### src/ddr_cmd_pkg.sv
// package for the ddr command front end: command pins, register fields,
// burst and latency codes, timing counts.
// assumes a 250 MHz sys_clk sampling the command pins.
package ddr_cmd_pkg;

	localparam int ADDR_W = 13;
	localparam int BANK_W = 2;
	localparam int NUM_BANKS = 4;

	// mode register field positions
	localparam int MR_BL_LSB = 0;
	localparam int MR_BT_BIT = 3;
	localparam int MR_CL_LSB = 4;
	localparam int MR_TM_BIT = 7;
	localparam int MR_DLLRST_BIT = 8;
	// extended mode register field positions
	localparam int EMR_DLLDIS_BIT = 0;
	localparam int EMR_DRIVE_BIT = 1;

	localparam logic [12:0] MR_RESET = 13'h0000;
	localparam logic [13:0] EMR_RESET = 14'h0000;

	// burst length codes
	localparam logic [2:0] BL_CODE_2 = 3'h1;
	localparam logic [2:0] BL_CODE_4 = 3'h2;
	localparam logic [2:0] BL_CODE_8 = 3'h3;
	// cas latency codes
	localparam logic [2:0] CL_CODE_2 = 3'h2;
	localparam logic [2:0] CL_CODE_25 = 3'h6;
	localparam logic [2:0] CL_CODE_3 = 3'h3;

	// timing
	localparam int CLK_MHZ = 250;
	localparam int MRD_CYCLES = 2;
	localparam int DLL_LOCK_CYCLES = 200;
	localparam logic [7:0] DLL_LOCK_CNT = 8'(DLL_LOCK_CYCLES);
	localparam logic [1:0] MRD_CNT = 2'(MRD_CYCLES);

	typedef struct packed {
		logic                cs_n;
		logic                ras_n;
		logic                cas_n;
		logic                we_n;
		logic [BANK_W-1:0]   ba;
		logic [ADDR_W-1:0]   addr;
	} cmd_pins_type;

	typedef struct packed {
		logic       dll_enabled;
		logic       half_drive;
		logic [3:0] burst_len;
		logic       interleave;
		logic [2:0] cas_code;
		logic       cas_valid;
		logic       test_mode;
	} mode_cfg_type;

	typedef enum logic [1:0] {
		CMD_NONE,
		CMD_MRS,
		CMD_EMRS,
		CMD_ACT
	} cmd_kind_type;

endpackage

### src/burst_order.sv
// burst column offset generator: beat index plus start to column offset.
// assumes a mode configuration that is stable while a burst runs.
module burst_order
	import ddr_cmd_pkg::*;
(
	// burst setup
	input  wire logic [2:0] start_col,
	input  wire logic [2:0] beat,
	input  wire logic [3:0] burst_len,
	input  wire logic       interleave,
	// result
	output logic [2:0]      col_offset
);
	logic [2:0] mask;
	logic [2:0] seq;

	always_comb begin
		mask = 3'(burst_len - 4'h1);
		seq = 3'(start_col + beat);
		if (interleave) begin
			col_offset = (start_col & ~mask) | ((start_col ^ beat) & mask);
		end else begin
			col_offset = (start_col & ~mask) | (seq & mask);
		end
	end
endmodule

### src/ddr_cmd_front.sv
// ddr sdram command front end: decodes mode, extended mode and activate
// commands, holds both mode registers, tracks open banks and burst order.
// assumes command pins come from a controller off this clock domain.
//
// Contract
// - dll enable is extended write with a0 low, ba0 high, rest low.
// - dll reset is mode write with a8 high, ba0 low.
// - each dll enable resets dll; 200 cycles wait follows it too.
// - extended write: cs, ras, cas, we low, ba0 high; store a0-a12, ba1.
// - extended a0 disables dll, a1 selects half drive; others low.
// - mode write: cs, ras, cas, we, ba0 low; store a0-a12.
// - fields: burst length 0-2, type 3, latency 4-6, test 7, dll reset 8.
// - burst lengths 2, 4 or 8 supported.
// - sequential order counts up from start and wraps in the burst block.
// - interleaved order is start xor beat count.
// - activate: cs, ras low, cas, we high; two bank bits pick bank.
// - chip select high ignores new commands, ongoing work continues.
module ddr_cmd_front
	import ddr_cmd_pkg::*;
(
	// clock and reset
	input  wire logic                     sys_clk,
	input  wire logic                     sys_rst,
	// command pins from the controller
	input  wire logic                     cke,
	input  wire ddr_cmd_pkg::cmd_pins_type cmd_pins,
	// burst order query
	input  wire logic [2:0]               start_col,
	input  wire logic [2:0]               beat,
	output logic [2:0]                    col_offset,
	// configuration seen by the core
	output ddr_cmd_pkg::mode_cfg_type     mode_cfg,
	output logic [ADDR_W-1:0]             mode_reg,
	output logic [ADDR_W:0]               ext_mode_reg,
	// status
	output logic [NUM_BANKS-1:0]          bank_open,
	output logic [ADDR_W-1:0]             open_row [NUM_BANKS],
	output logic                          dll_locked,
	output logic                          mrd_busy,
	output logic                          mode_valid,
	output logic                          cmd_error
);
	import ddr_cmd_pkg::*;

	// two-flop sync of the pin inputs
	cmd_pins_type pins_s1_q;
	cmd_pins_type pins_q;
	logic         cke_s1_q;
	logic         cke_q;

	always_ff @(posedge sys_clk) begin
		if (sys_rst) begin
			pins_s1_q <= '1;
			pins_q <= '1;
			cke_s1_q <= 1'b0;
			cke_q <= 1'b0;
		end else begin
			pins_s1_q <= cmd_pins;
			pins_q <= pins_s1_q;
			cke_s1_q <= cke;
			cke_q <= cke_s1_q;
		end
	end

	function automatic cmd_kind_type decode(input cmd_pins_type p,
			input logic ck);
		cmd_kind_type k;
		k = CMD_NONE;
		if (!ck || p.cs_n) begin
			k = CMD_NONE;
		end else if (!p.ras_n && !p.cas_n && !p.we_n && p.ba[0]) begin
			k = CMD_EMRS;
		end else if (!p.ras_n && !p.cas_n && !p.we_n) begin
			k = CMD_MRS;
		end else if (!p.ras_n && p.cas_n && p.we_n) begin
			k = CMD_ACT;
		end
		return k;
	endfunction

	function automatic logic [3:0] bl_decode(input logic [2:0] c);
		logic [3:0] r;
		r = 4'h0;
		if (c == BL_CODE_2) begin
			r = 4'h2;
		end else if (c == BL_CODE_4) begin
			r = 4'h4;
		end else if (c == BL_CODE_8) begin
			r = 4'h8;
		end
		return r;
	endfunction

	// precharge: ras, we low, cas high; a10 selects all banks
	function automatic logic is_pre(input cmd_pins_type p, input logic ck);
		return ck && !p.cs_n && !p.ras_n && p.cas_n && !p.we_n;
	endfunction

	cmd_kind_type kind;
	logic         pre;
	assign kind = decode(pins_q, cke_q);
	assign pre = is_pre(pins_q, cke_q);

	// mode register state
	logic [ADDR_W-1:0] mr_q, mr_d;
	logic [ADDR_W:0]   emr_q, emr_d;
	logic              mr_wr_q, mr_wr_d;
	logic              emr_wr_q, emr_wr_d;
	logic [1:0]        mrd_q, mrd_d;
	logic [7:0]        lock_q, lock_d;
	logic              dll_lk_q, dll_lk_d;
	logic              err_q, err_d;
	logic              mrd_busy_q, mrd_busy_d;
	logic              mode_ok_q, mode_ok_d;
	mode_cfg_type      cfg_q, cfg_d;
	logic [NUM_BANKS-1:0] open_q, open_d;
	logic [ADDR_W-1:0] row_q [NUM_BANKS];
	logic [ADDR_W-1:0] row_d [NUM_BANKS];

	always_comb begin
		mr_d = mr_q;
		emr_d = emr_q;
		mr_wr_d = mr_wr_q;
		emr_wr_d = emr_wr_q;
		mrd_d = (mrd_q != 2'h0) ? mrd_q - 2'h1 : 2'h0;
		lock_d = (lock_q != 8'h00) ? lock_q - 8'h01 : 8'h00;
		dll_lk_d = dll_lk_q;
		err_d = 1'b0;
		open_d = open_q;
		row_d = row_q;
		if (kind == CMD_EMRS || kind == CMD_MRS) begin
			if (open_q != '0) begin
				err_d = 1'b1;
			end
			if (mrd_q != 2'h0 || lock_q != 8'h00) begin
				err_d = 1'b1;
			end
			mrd_d = MRD_CNT;
		end
		if (kind == CMD_EMRS) begin
			emr_d = {pins_q.ba[1], pins_q.addr};
			emr_wr_d = 1'b1;
			if (!pins_q.addr[EMR_DLLDIS_BIT]) begin
				lock_d = DLL_LOCK_CNT;
				dll_lk_d = 1'b0;
			end else begin
				dll_lk_d = 1'b0;
			end
		end
		if (kind == CMD_MRS) begin
			mr_d = pins_q.addr;
			mr_wr_d = 1'b1;
			if (!emr_wr_q) begin
				err_d = 1'b1;
			end
			if (pins_q.addr[MR_DLLRST_BIT]) begin
				lock_d = DLL_LOCK_CNT;
				dll_lk_d = 1'b0;
			end
		end
		// a reset or enable landing on the last count restarts the wait
		if (lock_q == 8'h01 && lock_d == 8'h00 &&
				!emr_d[EMR_DLLDIS_BIT]) begin
			dll_lk_d = 1'b1;
		end
		if (kind == CMD_ACT) begin
			if (open_q[pins_q.ba]) begin
				err_d = 1'b1;
			end
			open_d[pins_q.ba] = 1'b1;
			row_d[pins_q.ba] = pins_q.addr;
		end
		if (pre) begin
			if (pins_q.addr[10]) begin
				open_d = '0;
			end else begin
				open_d[pins_q.ba] = 1'b0;
			end
		end
		cfg_d.dll_enabled = emr_d[EMR_DLLDIS_BIT] == 1'b0 && emr_wr_d;
		cfg_d.half_drive = emr_d[EMR_DRIVE_BIT];
		cfg_d.burst_len = bl_decode(mr_d[MR_BL_LSB +: 3]);
		cfg_d.interleave = mr_d[MR_BT_BIT];
		cfg_d.cas_code = mr_d[MR_CL_LSB +: 3];
		cfg_d.cas_valid = (mr_d[MR_CL_LSB +: 3] == CL_CODE_2) ||
			(mr_d[MR_CL_LSB +: 3] == CL_CODE_25) ||
			(mr_d[MR_CL_LSB +: 3] == CL_CODE_3);
		cfg_d.test_mode = mr_d[MR_TM_BIT];
		mrd_busy_d = (mrd_d != 2'h0);
		mode_ok_d = mr_wr_d && emr_wr_d;
	end

	always_ff @(posedge sys_clk) begin
		if (sys_rst) begin
			mr_q <= MR_RESET;
			emr_q <= EMR_RESET;
			mr_wr_q <= 1'b0;
			emr_wr_q <= 1'b0;
			mrd_q <= 2'h0;
			lock_q <= 8'h00;
			dll_lk_q <= 1'b0;
			err_q <= 1'b0;
			mrd_busy_q <= 1'b0;
			mode_ok_q <= 1'b0;
			cfg_q <= '0;
			open_q <= '0;
			for (int i = 0; i < NUM_BANKS; i++) begin
				row_q[i] <= '0;
			end
		end else begin
			mr_q <= mr_d;
			emr_q <= emr_d;
			mr_wr_q <= mr_wr_d;
			emr_wr_q <= emr_wr_d;
			mrd_q <= mrd_d;
			lock_q <= lock_d;
			dll_lk_q <= dll_lk_d;
			err_q <= err_d;
			mrd_busy_q <= mrd_busy_d;
			mode_ok_q <= mode_ok_d;
			cfg_q <= cfg_d;
			open_q <= open_d;
			row_q <= row_d;
		end
	end

	// burst order output registered
	logic [2:0] off_c;
	logic [2:0] off_q;

	burst_order burst_order_inst (
		.start_col  (start_col),
		.beat       (beat),
		.burst_len  (cfg_q.burst_len),
		.interleave (cfg_q.interleave),
		.col_offset (off_c)
	);

	always_ff @(posedge sys_clk) begin
		if (sys_rst) begin
			off_q <= 3'h0;
		end else begin
			off_q <= off_c;
		end
	end

	assign col_offset = off_q;
	assign mode_cfg = cfg_q;
	assign mode_reg = mr_q;
	assign ext_mode_reg = emr_q;
	assign bank_open = open_q;
	assign open_row = row_q;
	assign dll_locked = dll_lk_q;
	assign mrd_busy = mrd_busy_q;
	assign mode_valid = mode_ok_q;
	assign cmd_error = err_q;

	a_emrs_store: assert property (
		@(posedge sys_clk) disable iff (sys_rst)
		kind == CMD_EMRS |=> emr_q == {$past(pins_q.ba[1]),
		$past(pins_q.addr)}) else $error("emrs not stored");
	a_mrs_store: assert property (
		@(posedge sys_clk) disable iff (sys_rst)
		kind == CMD_MRS |=> mr_q == $past(pins_q.addr))
		else $error("mrs not stored");
	a_mrd_window: assert property (
		@(posedge sys_clk) disable iff (sys_rst)
		kind == CMD_MRS |=> mrd_busy ##1 mrd_busy ##1 !mrd_busy)
		else $error("mode write window wrong");
	a_dll_lock_wait: assert property (
		@(posedge sys_clk) disable iff (sys_rst)
		(kind == CMD_MRS && pins_q.addr[MR_DLLRST_BIT]) |=>
		!dll_locked [*8]) else $error("dll locked too early");
	a_enable_lock: assert property (
		@(posedge sys_clk) disable iff (sys_rst)
		(kind == CMD_EMRS && !pins_q.addr[0] && lock_q == 8'h00) |=>
		lock_q == DLL_LOCK_CNT) else $error("dll enable no wait");
	a_cs_ignore: assert property (
		@(posedge sys_clk) disable iff (sys_rst)
		pins_q.cs_n |=> $stable(mr_q) && $stable(emr_q))
		else $error("command taken while deselected");
	a_act_open: assert property (
		@(posedge sys_clk) disable iff (sys_rst)
		(kind == CMD_ACT && !pre) |=> bank_open[$past(pins_q.ba)])
		else $error("activate did not open bank");
	a_reopen_flag: assert property (
		@(posedge sys_clk) disable iff (sys_rst)
		(kind == CMD_ACT && open_q[pins_q.ba]) |=> cmd_error)
		else $error("reactivate not flagged");
	a_busy_flag: assert property (
		@(posedge sys_clk) disable iff (sys_rst)
		(kind == CMD_MRS && open_q != '0) |=> cmd_error)
		else $error("mode write with open bank not flagged");
	a_interleave: assert property (
		@(posedge sys_clk) disable iff (sys_rst)
		(cfg_q.interleave && cfg_q.burst_len == 4'h8) |=>
		col_offset == ($past(start_col) ^ $past(beat)))
		else $error("interleave order wrong");
	a_drive_store: assert property (
		@(posedge sys_clk) disable iff (sys_rst)
		kind == CMD_EMRS |=>
		mode_cfg.half_drive == $past(pins_q.addr[EMR_DRIVE_BIT]))
		else $error("drive strength not stored");
	a_burst_len: assert property (
		@(posedge sys_clk) disable iff (sys_rst)
		(kind == CMD_MRS &&
		pins_q.addr[MR_BL_LSB +: 3] == BL_CODE_8) |=>
		mode_cfg.burst_len == 4'h8)
		else $error("burst length not eight");
endmodule

### config.mk
export PLATFORM = sky130hd
export DESIGN_NAME = ddr_cmd_front
export DESIGN_NICKNAME = d
export VERILOG_FILES = /design/src/ddr_cmd_pkg.sv /design/src/burst_order.sv /design/src/ddr_cmd_front.sv
export SDC_FILE = /design/constraint.sdc
export NUM_CORES = 1
export LEC_CHECK = 0
export BUFFER_PORTS_ARGS = -buffer_cell sky130_fd_sc_hd__buf_4
export CAP_MARGIN = 5
export CORE_ASPECT_RATIO = 2
export CORE_UTILIZATION = 40
export CTS_CLUSTER_SIZE = 10
export DETAILED_ROUTE_END_ITERATION = 8
export MAX_ROUTING_LAYER = met4
export REMOVE_ABC_BUFFERS = 1
export SLEW_MARGIN = 40
export SYNTH_ARGS = -nofsm -noshare
export SYNTH_HDL_FRONTEND = slang
export SYNTH_SLANG_ARGS = --single-unit
### constraint.sdc
create_clock -name sys_clk -period 3.3 [get_ports sys_clk]
set_input_delay 0.33 -clock sys_clk [delete_from_list [all_inputs] [get_ports sys_clk]]
set_output_delay 0.33 -clock sys_clk [all_outputs]
set_load 0.1 [all_outputs]
* Word-level counts from Yosys, hierarchy flattened
Cells that the tools add are included.
** Storage, ports and cells
- Bits in registers :: 154
- Output and inout port bits :: 102
- Logic and storage cells :: 144
** Operators by class
- Add/sub/neg operators :: 4
- $lt $le $gt $ge :: 4
- Eq/ne operators :: 10
- Muxes and demuxes :: 40
- Bitwise operators :: 12
- Reduce and logical (&&, ||, !) cells :: 33
** Operators with widths (count)
- $bwmux W52 :: 1
- $mux W8 :: 6
- $demux W13 S2 :: 1
- $mux W2 :: 8
- $mux W4 :: 4
- $logic_and A1 B1 Y1 :: 15
- $mux W1 :: 15
- $mux W13 :: 1
- $eq A3 B2 Y1 const B :: 4
- $and A3 B3 Y3 :: 3
- $eq A8 B1 Y1 const B :: 1
- $logic_not A8 Y1 :: 1
- $reduce_bool A8 Y1 :: 1
- $sub A8 B1 Y8 const B :: 1
- $logic_not A1 Y1 :: 6
- $mux W3 :: 2
- $or A3 B3 Y3 :: 2
- $logic_or A1 B1 Y1 :: 5
- $and A4 B4 Y4 :: 1
- $eq A2 B2 Y1 const B :: 2
- $not A4 Y4 :: 1
- $or A4 B4 Y4 :: 1
- $reduce_bool A2 Y1 :: 2
- $reduce_bool A4 Y1 :: 1
- 18 further kinds :: 18

* Logic depth before layout (Yosys ltp)
- Depth in word-level cells :: 15
- Mapped depth :: 10
- Depth with buffers taken out :: 9

* Hierarchy
From an unflattened synthesis, not the netlist that was laid out.
** Second synthesis, totals
- Cells, all modules :: 567
- Area, all modules :: 5217.5 µm²
** Modules (own cells, without submodules)
- ddr_cmd_front :: instances 1, cells each 548, area each 5069.9 µm²
- burst_order :: instances 1, cells each 19, area each 147.6 µm²

* Worst setup path before layout
Ideal clock, no wire load.
- Path type :: register to register
- Start point :: register pins_q[18] (netlist bit)
- End point :: register row_q (netlist bit open_row[3])
- Library setup time :: 0.132 ns
- Arrival :: 1.798 ns
- Data required time :: 3.168 ns
- Path slack :: 1.370 ns
- Cell stages (with the launch flop) :: 10
- Clock period less this slack :: 1.930 ns
- Path through :: dfxtp_1 nor3b_1 o21ai_0 inv_1 ha_1 clkbuf_1 nand3_1 clkbuf_1 nand2_1 a21oi_1
** On the way
- Longest elaborated chain between the ends :: 3
** Ends and longest elaborated chain
- start: declaration :: line ddr_cmd_front.sv:47 : cmd_pins_type pins_q;
- start signal: assignment :: line ddr_cmd_front.sv:59 : pins_q <= pins_s1_q;
- $logic_or A1 B1 Y1 :: line ddr_cmd_front.sv:69 : if (!ck || p.cs_n) begin
- $mux W2 :: line ddr_cmd_front.sv:69
- $eq A2 B2 Y1 :: line ddr_cmd_front.sv:166 : if (kind == CMD_ACT) begin
- end signal: assignment :: line ddr_cmd_front.sv:223 : row_q <= row_d;
- end: declaration :: line ddr_cmd_front.sv:117 : logic [ADDR_W-1:0] row_q [NUM_BANKS];
Every way passes these cells.
A chain may end at the register's enable or synchronous reset.

* Final worst setup path
- Start point :: register pins_q[18] (netlist bit)
- End point :: register row_q (netlist bit open_row[8])
Same word-level chain as after synthesis.

==> qor.yml <==
power:
  p_seq_share_pct: 43.7
  clkPwrFrac_pct: 47.4
  power_density_nw_per_um2: 638
  p_total_mw: 4.36
  p_sw_mw: 1.02
  sw_frac_of_total_pct: 23.3
  internal_power_mw: 3.34
  irDropWorstVdd_mv: 0.453
  comb_power_share_pct: 9.0
  p_leak_nw: 2.78
global_routing:
  grt_pass1_vias: 3891
  grt_pass1_wl_mm: 19.8
  grt_remaining_overflow: 0
  grt_use_total_pct: 20.8
  grt_max_degree: 67
  antenna_found_initial: 0
die:
  pin_count: 130
  die_width_um: 82.7
  placementRows: 58
  start_util_pct: 41.2
  coreArea_um2: 12600
  dieArea_um2: 13500
  dieHeight_um: 163
outcome:
  outcome: "completed"
clock_network:
  tritoncts: "yes"
  cts_root_buffer: "clkbuf_16"
  post_cts_buffers: 0
  numCtsBuffers: 17
  htree_levels: 4
  cts_sinks: 147
  holdBufCountCts: 0
  clk_pin_slew_ns: 0.06
  ctsResizeCount: 0
  clockBufferDepth: 2
  clock_latency_ns: 0.41
worst_setup_path:
  r2r_slack_ns: 0.87
  worstPathMaxFanout: 13
  arrival_ns: 2.69
  cp-start-kind: "register"
  path_class: "register to register"
  cp_data_required_time_ns: 3.56
  crit_slowest_cell: "nand3_1"
  r2r_cells: 7
  path_delay_family: "simple AND/OR/NAND/NOR gates"
  cp_slowest_stage_delay_ns: 0.58
  cp_cell_sequence: "nor3b_1 > o21ai_0 > inv_1 > ha_1 > nand3_1 > nand2_1 > a21oi_1"
  rr_endpoint: "open_row[8]"
  end_kind: "register"
  r2r_start: "pins_q[18]"
  cp_num_buf_inv: 1
synthesis:
  postSynthAreaPerCell_um2: 9.17
  synth_top_area_cell: "dfxtp_1"
  synth_flop_cell: "dfxtp_1"
  synthArstFlopShare_pct: 0
  yosys_warnings: 0
  synth_common_cells: "147 x dfxtp_1, 120 x nand2_1, 65 x a21oi_1, 51 x nor2_1, 39 x or2_2"
  synth-edff-count: 0
  synth_top_cells_by_area: "dfxtp_1 57%, nand2_1 8.7%, a21oi_1 6.2%, mux2i_1 5.2%, or2_2 4.7%"
  ys_ff_latch: 147
  syn_inst: 568
  synth_most_common_cell: "dfxtp_1"
  synth.distinct_cells: 40
  synth.yosys.seq_area_share_pct: 56.5
  netlist_area_um2: 5210
  synth_top_area_share_pct: 56.5
placement:
  portBuffers: 128
  dp_hpwl_mm: 9.10
  globalplace.congestion: 0.842
  dp_cells: 811
  place_ws_ns: 0.944
route:
  drt_wl_total_mm: 13.1
  drtIter0Drc: 173
  viasPerCell: 4.88
  drt.antenna.violating_nets: 0
  vias: 4110
  wire_per_inst_um: 15.6
  drc_errors: 0
  drtPass1Iterations: 4
sta:
  rsz0062_at_grt: "no"
  worst_pin_slew_ns: 0.751
  finalSetupViolations: 0
  setup_slack_ns: 0.867
  final-hold-violation-count: 0
  slew_violations: 0
  holdWs_ns: 0.0940
  fin_crit_sh_pct: 73.7
  fmax_mhz: 411
  setup_tns_ns: 0
  clock-skew-final_ns: 0.00954
  relSlewSlack_pct: 49.4
  fin_crit_ns: 2.43
final_layout:
  insertedDiodeCount: 0
  layout.cells.non_filler: 842
  syn_to_final_growth_pct: 31.3
  drive_gt1_share_pct: 29.9
  largest_reg_flops: 52
  fin_nets: 716
  num-fill-cells: 1202
hold_path:
  holdPathEnd: "pins_s1_q[17]"
  holdCritStartpoint: "cmd_pins[17]"
  min_path_cells: 2
  hp-class: "input port to register"
run:
  cap_violations: 0
[power by group through the flow]
stage	clock, mW	sequential (mW)	combinational [mW]
3_5_place_dp	0	1.94	0.392
5_1_grt	2.18	1.91	0.430
3_3_place_gp	0	1.94	0.383
4_1_cts	2.10	1.90	0.394
6_report	2.07	1.90	0.391
2_1_floorplan	0	1.98	0.233
[worst max-delay path by stage]
stage | cells after the start | slack, ns | startpoint | end
3_3_place_gp | 7 | 1.02 | pins_q[18] | open_row[8]
4_1_cts | 7 | 0.90 | pins_q[18] | open_row[8]
5_1_grt | 7 | 0.63 | cke_q | open_row[8]
6_report | 7 | 0.87 | pins_q[18] | open_row[8]
3_5_place_dp | 7 | 0.94 | pins_q[18] | open_row[8]
2_1_floorplan | 4 | 0.97 | mode_reg[3] | col_offset[2]
[cells by family after synthesis]
| logic type | count (synthesis) | share of synthesized area (%) |
|---|---|---|
| AOI/OAI and AO/OA | 83 | 8.56 |
| and+or+nand+nor | 248 | 22.1 |
| adders and majority gates | 8 | 2.07 |
| xor gates and xnor gates | 5 | 0.841 |
| buffers and inverters | 48 | 4.25 |
| DFF | 147 | 56.5 |
| muxes | 28 | 5.62 |
| other | 1 | 0.0720 |
[worst reg2reg max path, cell delays in order (launching register included)]
cell     delay (ns)
dfxtp_1        0.30
nor3b_1        0.36
o21ai_0        0.22
inv_1          0.13
ha_1           0.39
nand3_1        0.58
nand2_1        0.22
a21oi_1        0.09
[layout make-up]
type	count	area (µm²)	area share, %
clock inverters	13	208	3.04
well taps	150	188	2.74
repair buffers	133	998	14.6
clock buffers	18	429	6.28
multi-input cells	373	2040	29.9
flip-flops and latches	147	2940	43.0
inverters	8	30.0	0.439
[routing by layer]
metal	share of wire [%]	GRT usage [%]	vias up
met2	57	38.2	103
met4	1.7	6.35	0
met5	0	-	-
met1	38	20.5	1926
li1	-	-	2067
met3	3.4	5.59	14
[cells in the final DEF, fill, tap and decap left out, drive strengths merged, types with 2 or more instances in the layout]
cell type,n
and3,2
a21oi,65
nor3,4
mux2i,27
xnor2,4
a211oi,3
nor4,3
clkbuf,18
nor3b,4
nand4,2
inv,9
or2,39
nor2b,6
nand3,6
and2,6
nand2,120
ha,7
dfxtp,147
bufinv,5
clkinv,6
buf,133
o21ai,8
nor2,51
a31oi,2
[stage by stage]
stage,util (%),cell area (µm²)
2_1_floorplan,-,5010
3_3_place_gp,49.1,6200
3_5_place_dp,49.1,6200
4_1_cts,54.2,6840
5_1_grt,54.2,6840
6_report,54.2,6840
(Power assumes the default switching activity.)
